$ cat src/art_pkg.sv
// Constants shared by the auto-reload PWM timer.
// Assumes a 32-bit AXI4-Lite bus with byte addresses of four times index.
package art_pkg;

  // ----------------------------------------------------------------
  // Register indices (byte address is four times the index)
  // ----------------------------------------------------------------
  localparam logic [5:0] IDX_DUTY3   = 6'h31;
  localparam logic [5:0] IDX_DUTY2   = 6'h32;
  localparam logic [5:0] IDX_DUTY1   = 6'h33;
  localparam logic [5:0] IDX_DUTY0   = 6'h34;
  localparam logic [5:0] IDX_PWMCTL  = 6'h35;
  localparam logic [5:0] IDX_CTLSTAT = 6'h36;
  localparam logic [5:0] IDX_CNT     = 6'h37;
  localparam logic [5:0] IDX_RELOAD  = 6'h38;
  localparam logic [5:0] IDX_CAPCTL  = 6'h39;
  localparam logic [5:0] IDX_CAP1    = 6'h3a;
  localparam logic [5:0] IDX_CAP2    = 6'h3b;

  // ----------------------------------------------------------------
  // Field positions of timer_ctrl_status
  // ----------------------------------------------------------------
  localparam int BIT_EXTCLK  = 7;
  localparam int BIT_PSC_HI  = 6;
  localparam int BIT_PSC_LO  = 4;
  localparam int BIT_RUN     = 3;
  localparam int BIT_FRELOAD = 2;
  localparam int BIT_OVFIE   = 1;

  // ----------------------------------------------------------------
  // Field positions of pwm_output_control and capture_ctrl_status
  // ----------------------------------------------------------------
  localparam int BIT_OE_LO   = 4;
  localparam int BIT_EDGE_LO = 4;
  localparam int BIT_CIE_LO  = 2;

  // ----------------------------------------------------------------
  // Widths, reset values and bus answers
  // ----------------------------------------------------------------
  localparam int         DW       = 8;
  localparam int         PSC_W    = 7;
  localparam int         AXI_AW   = 8;
  localparam logic [7:0] RST_BYTE = 8'h00;
  localparam logic [7:0] CNT_MAX  = 8'hff;
  localparam logic [1:0] RESP_OK  = 2'h0;
  localparam logic [1:0] RESP_ERR = 2'h2;

endpackage

$ cat src/art_pwm_timer.sv
// Eight-bit auto-reload timer with four PWM outputs, two captures.
// Assumes haltMode comes from logic on the same clock; pins are async.
//
// The AXI4-Lite interface to the registers was chosen for this implementation.
`timescale 1ns/1ns
`default_nettype none

module art_pwm_timer #(
  parameter int N_PWM = 4,
  parameter int N_CAP = 2
) (
  input  wire logic                      clock,
  input  wire logic                      sys_rst,
  // AXI4-Lite slave
  input  wire logic                      s_axi_awvalid,
  output logic                           s_axi_awready,
  input  wire logic [art_pkg::AXI_AW-1:0] s_axi_awaddr,
  input  wire logic                      s_axi_wvalid,
  output logic                           s_axi_wready,
  input  wire logic [31:0]               s_axi_wdata,
  input  wire logic [3:0]                s_axi_wstrb,
  output logic                           s_axi_bvalid,
  input  wire logic                      s_axi_bready,
  output logic [1:0]                     s_axi_bresp,
  input  wire logic                      s_axi_arvalid,
  output logic                           s_axi_arready,
  input  wire logic [art_pkg::AXI_AW-1:0] s_axi_araddr,
  output logic                           s_axi_rvalid,
  input  wire logic                      s_axi_rready,
  output logic [31:0]                    s_axi_rdata,
  output logic [1:0]                     s_axi_rresp,
  // Pins and system
  input  wire logic                      haltMode,
  input  wire logic                      extClockPin,
  input  wire logic [N_CAP-1:0]          captureInputPin,
  output logic [N_PWM-1:0]               pwmOutputPin,
  output logic [N_PWM-1:0]               pwmOutputPinOe,
  output logic                           overflowIrq,
  output logic [N_CAP-1:0]               captureIrq
);
  import art_pkg::*;

  // ----------------------------------------------------------------
  // Decode helpers
  // ----------------------------------------------------------------
  // Word aligned and inside the printed index range
  function automatic logic isMapped(input logic [AXI_AW-1:0] a);
    isMapped = (a[1:0] == 2'h0) && (a[7:2] >= IDX_DUTY3)
               && (a[7:2] <= IDX_CAP2);
  endfunction

  // Duty register index for a channel
  function automatic logic [5:0] dutyIdx(input int ch);
    dutyIdx = IDX_DUTY0 - 6'(ch);
  endfunction

  // ----------------------------------------------------------------
  // State
  // ----------------------------------------------------------------
  logic             awHeld_ff;
  logic [AXI_AW-1:0] awAddr_ff;
  logic             wHeld_ff;
  logic [DW-1:0]    wData_ff;
  logic             wStrb_ff;
  logic             bValid_ff;
  logic [1:0]       bResp_ff;
  logic             rValid_ff;
  logic [31:0]      rData_ff;
  logic [1:0]       rResp_ff;

  logic             extClkSel_ff;
  logic [2:0]       prescaleSel_ff;
  logic             countRun_ff;
  logic             ovfIrqEn_ff;
  logic             overflowFlag_ff;
  logic [DW-1:0]    reload_ff;
  logic [DW-1:0]    count_ff;
  logic [PSC_W-1:0] presc_ff;
  logic [N_PWM-1:0] pinEnable_ff;
  logic [N_PWM-1:0] polarity_ff;
  logic [N_CAP-1:0] edgeSel_ff;
  logic [N_CAP-1:0] capIrqEn_ff;
  logic [N_CAP-1:0] captureFlags_ff;
  logic             extSync1_ff;
  logic             extSync2_ff;
  logic             extPrev_ff;

  logic [DW-1:0]    duty_ff   [N_PWM];
  logic [DW-1:0]    shadow_ff [N_PWM];
  logic [DW-1:0]    capVal_ff [N_CAP];

  // ----------------------------------------------------------------
  // Bus handshakes and decode
  // ----------------------------------------------------------------
  // One address and one data slot; either may arrive first
  logic       doWrite;
  logic       rdHs;
  logic [5:0] wIdx;
  logic [5:0] rIdx;
  logic       wHit;
  logic       rHit;
  logic       wrOn;

  assign s_axi_awready = !awHeld_ff;
  assign s_axi_wready  = !wHeld_ff;
  assign doWrite       = awHeld_ff && wHeld_ff && !bValid_ff;
  assign wIdx          = awAddr_ff[7:2];
  assign wHit          = isMapped(awAddr_ff);
  assign wrOn          = doWrite && wHit && wStrb_ff;
  assign s_axi_arready = !rValid_ff;
  assign rdHs          = s_axi_arvalid && !rValid_ff;
  assign rIdx          = s_axi_araddr[7:2];
  assign rHit          = isMapped(s_axi_araddr);
  assign s_axi_bvalid  = bValid_ff;
  assign s_axi_bresp   = bResp_ff;
  assign s_axi_rvalid  = rValid_ff;
  assign s_axi_rdata   = rData_ff;
  assign s_axi_rresp   = rResp_ff;

  // Register strobes, low byte lane only
  logic wrCtl;
  logic wrCnt;
  logic wrReload;
  logic wrPwmCtl;
  logic wrCapCtl;
  logic forceLoad;
  logic rdCtl;

  assign wrCtl     = wrOn && (wIdx == IDX_CTLSTAT);
  assign wrCnt     = wrOn && (wIdx == IDX_CNT);
  assign wrReload  = wrOn && (wIdx == IDX_RELOAD);
  assign wrPwmCtl  = wrOn && (wIdx == IDX_PWMCTL);
  assign wrCapCtl  = wrOn && (wIdx == IDX_CAPCTL);
  assign forceLoad = wrCtl && wData_ff[BIT_FRELOAD];
  assign rdCtl     = rdHs && rHit && (rIdx == IDX_CTLSTAT);

  // Address and data slots
  always_ff @(posedge clock or posedge sys_rst) begin
    if (sys_rst) begin
      awHeld_ff <= 1'b0;
      awAddr_ff <= '0;
      wHeld_ff  <= 1'b0;
      wData_ff  <= RST_BYTE;
      wStrb_ff  <= 1'b0;
    end else begin
      if (s_axi_awvalid && !awHeld_ff) begin
        awHeld_ff <= 1'b1;
        awAddr_ff <= s_axi_awaddr;
      end else if (doWrite) begin
        awHeld_ff <= 1'b0;
      end
      if (s_axi_wvalid && !wHeld_ff) begin
        wHeld_ff <= 1'b1;
        wData_ff <= s_axi_wdata[DW-1:0];
        wStrb_ff <= s_axi_wstrb[0];
      end else if (doWrite) begin
        wHeld_ff <= 1'b0;
      end
    end
  end

  // Write response; unmapped addresses answer with an error
  always_ff @(posedge clock or posedge sys_rst) begin
    if (sys_rst) begin
      bValid_ff <= 1'b0;
      bResp_ff  <= RESP_OK;
    end else if (doWrite) begin
      bValid_ff <= 1'b1;
      bResp_ff  <= wHit ? RESP_OK : RESP_ERR;
    end else if (s_axi_bready) begin
      bValid_ff <= 1'b0;
    end
  end

  // ----------------------------------------------------------------
  // Read mux
  // ----------------------------------------------------------------
  logic [DW-1:0] ctlRead;
  logic [DW-1:0] pwmCtlRead;
  logic [DW-1:0] capCtlRead;
  logic [DW-1:0] rdMux;

  // Force reload bit always reads zero
  assign ctlRead = {extClkSel_ff, prescaleSel_ff, countRun_ff, 1'b0,
                    ovfIrqEn_ff, overflowFlag_ff};
  assign pwmCtlRead = {pinEnable_ff, polarity_ff};
  // Reserved top bits read zero
  assign capCtlRead = {2'h0, edgeSel_ff, capIrqEn_ff, captureFlags_ff};

  always_comb begin
    rdMux = RST_BYTE;
    unique case (rIdx)
      IDX_DUTY3:   rdMux = duty_ff[3];
      IDX_DUTY2:   rdMux = duty_ff[2];
      IDX_DUTY1:   rdMux = duty_ff[1];
      IDX_DUTY0:   rdMux = duty_ff[0];
      IDX_PWMCTL:  rdMux = pwmCtlRead;
      IDX_CTLSTAT: rdMux = ctlRead;
      IDX_CNT:     rdMux = count_ff;
      IDX_RELOAD:  rdMux = reload_ff;
      IDX_CAPCTL:  rdMux = capCtlRead;
      IDX_CAP1:    rdMux = capVal_ff[0];
      IDX_CAP2:    rdMux = capVal_ff[1];
      default:     rdMux = RST_BYTE;
    endcase
  end

  // Read data registered; side effects fire at the address handshake
  always_ff @(posedge clock or posedge sys_rst) begin
    if (sys_rst) begin
      rValid_ff <= 1'b0;
      rData_ff  <= '0;
      rResp_ff  <= RESP_OK;
    end else if (rdHs) begin
      rValid_ff <= 1'b1;
      rData_ff  <= rHit ? {24'h0, rdMux} : 32'h0;
      rResp_ff  <= rHit ? RESP_OK : RESP_ERR;
    end else if (s_axi_rready) begin
      rValid_ff <= 1'b0;
    end
  end

  // ----------------------------------------------------------------
  // Control registers
  // ----------------------------------------------------------------
  always_ff @(posedge clock or posedge sys_rst) begin
    if (sys_rst) begin
      extClkSel_ff   <= 1'b0;
      prescaleSel_ff <= 3'h0;
      countRun_ff    <= 1'b0;
      ovfIrqEn_ff    <= 1'b0;
      reload_ff      <= RST_BYTE;
      pinEnable_ff   <= '0;
      polarity_ff    <= '0;
      edgeSel_ff     <= '0;
      capIrqEn_ff    <= '0;
    end else begin
      if (wrCtl) begin
        extClkSel_ff   <= wData_ff[BIT_EXTCLK];
        prescaleSel_ff <= wData_ff[BIT_PSC_HI:BIT_PSC_LO];
        countRun_ff    <= wData_ff[BIT_RUN];
        ovfIrqEn_ff    <= wData_ff[BIT_OVFIE];
      end
      if (wrReload) begin
        reload_ff <= wData_ff;
      end
      if (wrPwmCtl) begin
        pinEnable_ff <= wData_ff[BIT_OE_LO +: N_PWM];
        polarity_ff  <= wData_ff[N_PWM-1:0];
      end
      if (wrCapCtl) begin
        edgeSel_ff  <= wData_ff[BIT_EDGE_LO +: N_CAP];
        capIrqEn_ff <= wData_ff[BIT_CIE_LO +: N_CAP];
      end
    end
  end

  // ----------------------------------------------------------------
  // Prescaler input: CPU clock or synchronised external clock
  // ----------------------------------------------------------------
  // Two stages before the edge detector; the ext clock is a pin
  always_ff @(posedge clock or posedge sys_rst) begin
    if (sys_rst) begin
      extSync1_ff <= 1'b0;
      extSync2_ff <= 1'b0;
      extPrev_ff  <= 1'b0;
    end else begin
      extSync1_ff <= extClockPin;
      extSync2_ff <= extSync1_ff;
      extPrev_ff  <= extSync2_ff;
    end
  end

  logic             inTick;
  logic [PSC_W-1:0] tapMask;
  logic             cntTick;
  logic             overflow;

  // Rising edge of the ext clock, else every CPU cycle
  assign inTick  = extClkSel_ff ? (extSync2_ff && !extPrev_ff) : 1'b1;
  // Low prescaler bits all ones select tap 2^n
  assign tapMask = PSC_W'((8'h01 << prescaleSel_ff) - 8'h01);
  // Nothing advances while run enable is low
  assign cntTick = countRun_ff && inTick
                   && ((presc_ff & tapMask) == tapMask);
  // Software write or force reload suppresses the overflow
  assign overflow = cntTick && (count_ff == CNT_MAX)
                    && !wrCnt && !forceLoad;

  // Prescaler; a counter write or force reload restarts its phase
  always_ff @(posedge clock or posedge sys_rst) begin
    if (sys_rst) begin
      presc_ff <= '0;
    end else if (wrCnt || forceLoad) begin
      presc_ff <= '0;
    end else if (countRun_ff && inTick) begin
      presc_ff <= presc_ff + PSC_W'(1);
    end
  end

  // Counter; software write first, then force reload, then counting
  always_ff @(posedge clock or posedge sys_rst) begin
    if (sys_rst) begin
      count_ff <= RST_BYTE;
    end else if (wrCnt) begin
      count_ff <= wData_ff;
    end else if (forceLoad) begin
      count_ff <= reload_ff;
    end else if (overflow) begin
      count_ff <= reload_ff;
    end else if (cntTick) begin
      count_ff <= count_ff + DW'(1);
    end
  end

  // Overflow flag; a set in the read cycle wins over the clear
  always_ff @(posedge clock or posedge sys_rst) begin
    if (sys_rst) begin
      overflowFlag_ff <= 1'b0;
    end else if (overflow) begin
      overflowFlag_ff <= 1'b1;
    end else if (rdCtl) begin
      overflowFlag_ff <= 1'b0;
    end
  end

  assign overflowIrq = overflowFlag_ff && ovfIrqEn_ff;

  // ----------------------------------------------------------------
  // PWM channels
  // ----------------------------------------------------------------
  genvar gp;
  generate
    for (gp = 0; gp < N_PWM; gp++) begin : gPwm
      logic wrDuty;
      logic belowCmp;
      logic pwmLevel;

      assign wrDuty = wrOn && (wIdx == dutyIdx(gp));
      // Level true from reload until the count passes compare
      assign belowCmp = (count_ff <= shadow_ff[gp]);
      // Polarity applied on the live level, no wait
      assign pwmLevel = belowCmp ^ polarity_ff[gp];

      // Duty register and its hidden compare copy
      always_ff @(posedge clock or posedge sys_rst) begin
        if (sys_rst) begin
          duty_ff[gp]   <= RST_BYTE;
          shadow_ff[gp] <= RST_BYTE;
        end else begin
          if (wrDuty) begin
            duty_ff[gp] <= wData_ff;
          end
          // Only at overflow so a duty change cannot glitch
          if (overflow) begin
            shadow_ff[gp] <= duty_ff[gp];
          end
        end
      end

      // Output flop; reload count is at or below compare
      always_ff @(posedge clock or posedge sys_rst) begin
        if (sys_rst) begin
          pwmOutputPin[gp] <= 1'b0;
        end else begin
          pwmOutputPin[gp] <= pinEnable_ff[gp] && pwmLevel;
        end
      end
    end
  endgenerate

  // Pin driven only while its enable bit is set
  assign pwmOutputPinOe = pinEnable_ff;

  // ----------------------------------------------------------------
  // Capture channels
  // ----------------------------------------------------------------
  genvar gc;
  generate
    for (gc = 0; gc < N_CAP; gc++) begin : gCap
      logic sync1_ff;
      logic sync2_ff;
      logic prev_ff;
      logic edgeHit;
      logic capture;
      logic rdCap;
      logic haltWake;

      // Two stages; the first feeds only the second
      always_ff @(posedge clock or posedge sys_rst) begin
        if (sys_rst) begin
          sync1_ff <= 1'b0;
          sync2_ff <= 1'b0;
          prev_ff  <= 1'b0;
        end else begin
          sync1_ff <= captureInputPin[gc];
          sync2_ff <= sync1_ff;
          prev_ff  <= sync2_ff;
        end
      end

      // 1 selects rising, 0 falling
      assign edgeHit = edgeSel_ff[gc] ? (sync2_ff && !prev_ff)
                                      : (!sync2_ff && prev_ff);
      assign rdCap = rdHs && rHit && (rIdx == IDX_CAP1 + 6'(gc));
      // Blocked while the flag stands, unless read this cycle
      assign capture = edgeHit && !haltMode
                       && (!captureFlags_ff[gc] || rdCap);

      // Captured value is read-only; bus writes never reach it
      always_ff @(posedge clock or posedge sys_rst) begin
        if (sys_rst) begin
          capVal_ff[gc] <= RST_BYTE;
        end else if (capture) begin
          capVal_ff[gc] <= count_ff;
        end
      end

      // Capture flag; a capture in the read cycle wins
      always_ff @(posedge clock or posedge sys_rst) begin
        if (sys_rst) begin
          captureFlags_ff[gc] <= 1'b0;
        end else if (capture) begin
          captureFlags_ff[gc] <= 1'b1;
        end else if (rdCap) begin
          captureFlags_ff[gc] <= 1'b0;
        end
      end

      // Clock may be stopped in halt: raw pin at the active level
      // requests straight away, no flop in the path
      assign haltWake = haltMode
                        && (captureInputPin[gc] == edgeSel_ff[gc]);
      // Edge-flagged request doubles as external interrupt
      assign captureIrq[gc] = capIrqEn_ff[gc]
                              && (captureFlags_ff[gc] || haltWake);
    end
  endgenerate

endmodule

`default_nettype wire

$ cat config.mk
export PLATFORM = sky130hd
export DESIGN_NAME = art_pwm_timer
export DESIGN_NICKNAME = d
export VERILOG_FILES = /design/src/art_pkg.sv /design/src/art_pwm_timer.sv
export SDC_FILE = /design/constraint.sdc
export NUM_CORES = 1
export LEC_CHECK = 0
export ABC_AREA = 1
export BUFFER_PORTS_ARGS = -buffer_cell sky130_fd_sc_hd__buf_4
export CAP_MARGIN = 20
export CORE_ASPECT_RATIO = 0.9
export CORE_UTILIZATION = 54
export CTS_BUF_LIST = sky130_fd_sc_hd__clkbuf_8
export CTS_CLUSTER_SIZE = 30
export DETAILED_ROUTE_END_ITERATION = 6
export HOLD_SLACK_MARGIN = 0.08
export PLACE_DENSITY_LB_ADDON = 0.2
export SETUP_SLACK_MARGIN = 0.2
export SKIP_CTS_REPAIR_TIMING = 1
export SLEW_MARGIN = 20
export SYNTH_ARGS = -nofsm -noshare
export SYNTH_HDL_FRONTEND = slang
export SYNTH_SLANG_ARGS = --single-unit
export TNS_END_PERCENT = 50
$ cat constraint.sdc
create_clock -name clock -period 5.3 [get_ports clock]
set_input_delay 1.06 -clock clock [delete_from_list [all_inputs] [get_ports clock]]
set_output_delay 1.06 -clock clock [all_outputs]
set_load 0.05 [all_outputs]
==> run_results.csv <==
group,metric,value,unit
status,status,"finished clean",
pwr,swShare,36.8,%
grt,overflow,0,
synth,yosys.area_share.simple,21.4,%
layout,fin_cells,1302,
synth,yosysSeqAreaShare,49.3,%
pwr,p_clk_share,28.4,%
place,gp_congestion,0.928,
grt,grt_max_degree,169,
clock_tree,clk_latency,0.48,ns
layout,fillers,1373,
grt,grt_usage,29.0,%
synth,muxShareOfSynthArea,1.04,%
clock_tree,cts_tree,"done",
worst_hold_path,hp-class,"reg2reg",
floorplan,rows,43,
pwr,p_int,2250,uW
clock_tree,cts_root_buffer,"clkbuf_8",
worst_setup_path,timing.rr.end,"shadow_ff[24]",
synth,synth_edf_count,0,
floorplan,die-area,16300,um2
pwr,p_switching,1310,uW
worst_setup_path,start_kind,"register",
worst_setup_path,cp_max_fo,49,
worst_setup_path,arrival,3.66,ns
timing,slew_viol_final,0,
worst_setup_path,crit_type,"reg2reg",
timing,setup_tns,0,ns
timing,slew_headroom,36.2,%
layout,fin_nets,1184,
synth,ys_seq_elements,168,
routing,drtAntennaViolNets,0,
place,pre_cts_slack,2.03,ns
clock_tree,cts_buffers,17,
timing,final-setup-viol-count,0,
worst_setup_path,cp-endpoint,"shadow_ff[24]",
routing,routedWlPerCell,16.7,um
layout,layout-drive-gt1-share,11.5,%
timing,setup_slack,2.00,ns
synth,async_flop_share,100,%
synth,synth.top_cell.area_share,49.3,%
timing,worst-slew-pin-transition,0.955,ns
place,numPortBuffers,61,
timing,fmax,0.303,GHz
synth,synthXorXnorAreaFrac,1.03,%
clock_tree,htree_levels,4,
clock_tree,cts_buffer_depth,2,
synth,synthCells,1028,
grt,grt_pass1_wl,34800,um
synth,synth_top_family_by_area,"simple AND/OR/NAND/NOR gates",
routing,drtIter0Drc,710,
pwr,combPwrFrac,27.9,%
routing,met3RoutedLength,1670,um
place,dp_cells,1270,
synth,netlist_top_cells_area,"dfrtp_1, nand2_1, o21ai_0",
routing,vias,7103,
grt,antenna_found_initial,0,
timing,fin_skew,0.0111,ns
synth,synth_ff_type,"dfrtp_1",
run,max-cap-violations,0,
synth,yosysUniqueCellTypes,44,
synth,syn_area,8530,um2
routing,remaining_drc_errors,0,
floorplan,die_h,121,um
worst_setup_path,reg2reg_from,"count_ff[1]",
worst_setup_path,required,5.66,ns
routing,drt-vias-per-instance,5.46,
routing,m1WireLength,10100,um
routing,dr.pass1.iters,6,
floorplan,die_x,134,um
synth,synth_fa_ha_area_share,4.99,%
synth,postSynthAreaPerCell,8.30,um2
worst_setup_path,path_cells,"ha_1, nand3_1, nor2_1, inv_1, nor2_4, nand3_2, o21ai_0",
grt,grt_pass1_vias,6453,
synth,synth-compound-area-share,12.8,%
pwr,p_seq_share,43.7,%
layout,antenna_cells,0,
floorplan,start_util,55.3,%
synth,yosys.area.top_type,"dfrtp_1",
synth,synth_common_cells,"nand2_1, dfrtp_1, inv_1",
pwr,p_per_area,376,nW/um2
worst_setup_path,r2r.worst_path.cells,7,
worst_setup_path,crit_path_max_incr_delay,0.85,ns
routing,drt-total-wl,21700,um
floorplan,ioPinCount,115,
worst_setup_path,cpMaxStageDelayCell,"nand3_2",
timing,fin_crit,3.30,ns
floorplan,core_area,15400,um2
timing,finalCritPeriodShare,62.3,%
routing,wl_met2,9390,um
worst_setup_path,reg2reg_slack,2.00,ns
routing,maxUsedRoutingLayer,"met4",
clock_tree,clk_transition_reported_paths,0.09,ns
synth,synth_most_common_cell,"nand2_1",
synth,yosysWarnings,0,
timing,grt_setup_unrepaired,"false",
pwr,leakage,0.00462,uW
place,hpwl,15100,um
clock_tree,cts_sinks,168,
timing,hold_viol_final,0,
layout,area_growth,11.2,%
worst_setup_path,startpoint,"count_ff[1]",
pwr,peakVddDrop,0.000324,V
worst_setup_path,end_kind,"register",
## critical path: cells and delay by family, from the launching register on
| kind | cells | cell delay [ns] |
|---|---|---|
| AO/OA/AOI/OAI | 1 | 0.49 |
| adder cells (fa/ha/maj) | 1 | 0.28 |
| buffers and inverters | 1 | 0.09 |
| flip-flops | 1 | 0.68 |
| AND/OR/NAND/NOR | 4 | 1.63 |
## stage by stage
step	total power [uW]	instance area, um2	utilization (%)	hold WS, ns
floorplan	2250	8630	-	0.331
global placement	2540	9050	58.6	0.335
detailed placement	2560	9050	58.6	0.336
CTS	3560	9490	61.5	0.355
global route	3760	9490	61.5	0.375
finish	3570	9490	61.5	0.353
## state kept, by name, indices dropped and copies added (netlist names), 2 cells and up
name,cells
awAddr_ff,8
capCtlRead,2
capIrqEn_ff,2
capVal_ff,16
count_ff,8
duty_ff,32
edgeSel_ff,2
gCap.prev_ff,2
gCap.sync1_ff,2
gCap.sync2_ff,2
polarity_ff,4
presc_ff,7
prescaleSel_ff,3
pwmOutputPin,4
pwmOutputPinOe,4
reload_ff,8
s_axi_rdata,8
shadow_ff,32
wData_ff,8
## final cells by class
type | count | area (um2) | area share, %
multi-input combinational | 709 | 3620 | 38.2
sequential | 168 | 4200 | 44.3
clock inverter | 10 | 140 | 1.48
clock buffer | 22 | 303 | 3.19
timing repair buffer | 62 | 478 | 5.04
inverter | 129 | 488 | 5.14
tap | 202 | 253 | 2.66
## power groups by stage
stage | clock network (uW) | registers, uW | logic, uW
floorplan | 0 | 1560 | 684
global placement | 0 | 1580 | 963
detailed placement | 0 | 1580 | 983
CTS | 1020 | 1550 | 988
global route | 1070 | 1570 | 1120
finish | 1010 | 1560 | 995
## worst min-delay path by stage
stage	start	end	slack (ns)	cells after the start
2_1_floorplan	extSync1_ff	extSync2_ff	0.33	0
5_1_grt	gCap[0].sync1_ff	gCap[0].sync2_ff	0.37	0
3_3_place_gp	extSync1_ff	extSync2_ff	0.33	0
3_5_place_dp	extSync1_ff	extSync2_ff	0.34	0
4_1_cts	gCap[1].sync1_ff	gCap[1].sync2_ff	0.36	0
6_report	gCap[1].sync1_ff	gCap[1].sync2_ff	0.35	0
## logic make-up after synthesis
logic type	count (synthesis)
mux	8
simple gates	432
compound gates	199
buf+inv	176
fa+ha+maj	34
flops	168
other cells	1
xor+xnor	10
## per-layer routing
| layer | track usage, % | up-vias |
|---|---|---|
| li1 | - | 3424 |
| met1 | 41.6 | 3347 |
| met2 | 42.3 | 282 |
| met3 | 6.56 | 50 |
| met4 | 12.0 | 0 |
| met5 | 0 | - |
## layout by cell type, fill, tap and decap left out, drive strengths merged
cell type	instances
a21oi	42
mux2	7
xor2	8
inv	127
dfrtp	168
ha	34
nor3	9
mux2i	1
nand3	51
a22o	3
a221oi	3
buf	62
nor2	73
nand2	286
o31ai	1
clkinvlp	3
a2bb2oi	3
o22ai	9
o21ai	118
nand4	8
clkinv	6
o21a	1
nor4	2
o2111ai	7
or2	2
xnor2	2
bufinv	3
a31oi	5
a21boi	1
a211oi	5
o211ai	1
conb	26
clkbuf	22
and3	1
Power figures use the tool's default switching activity.
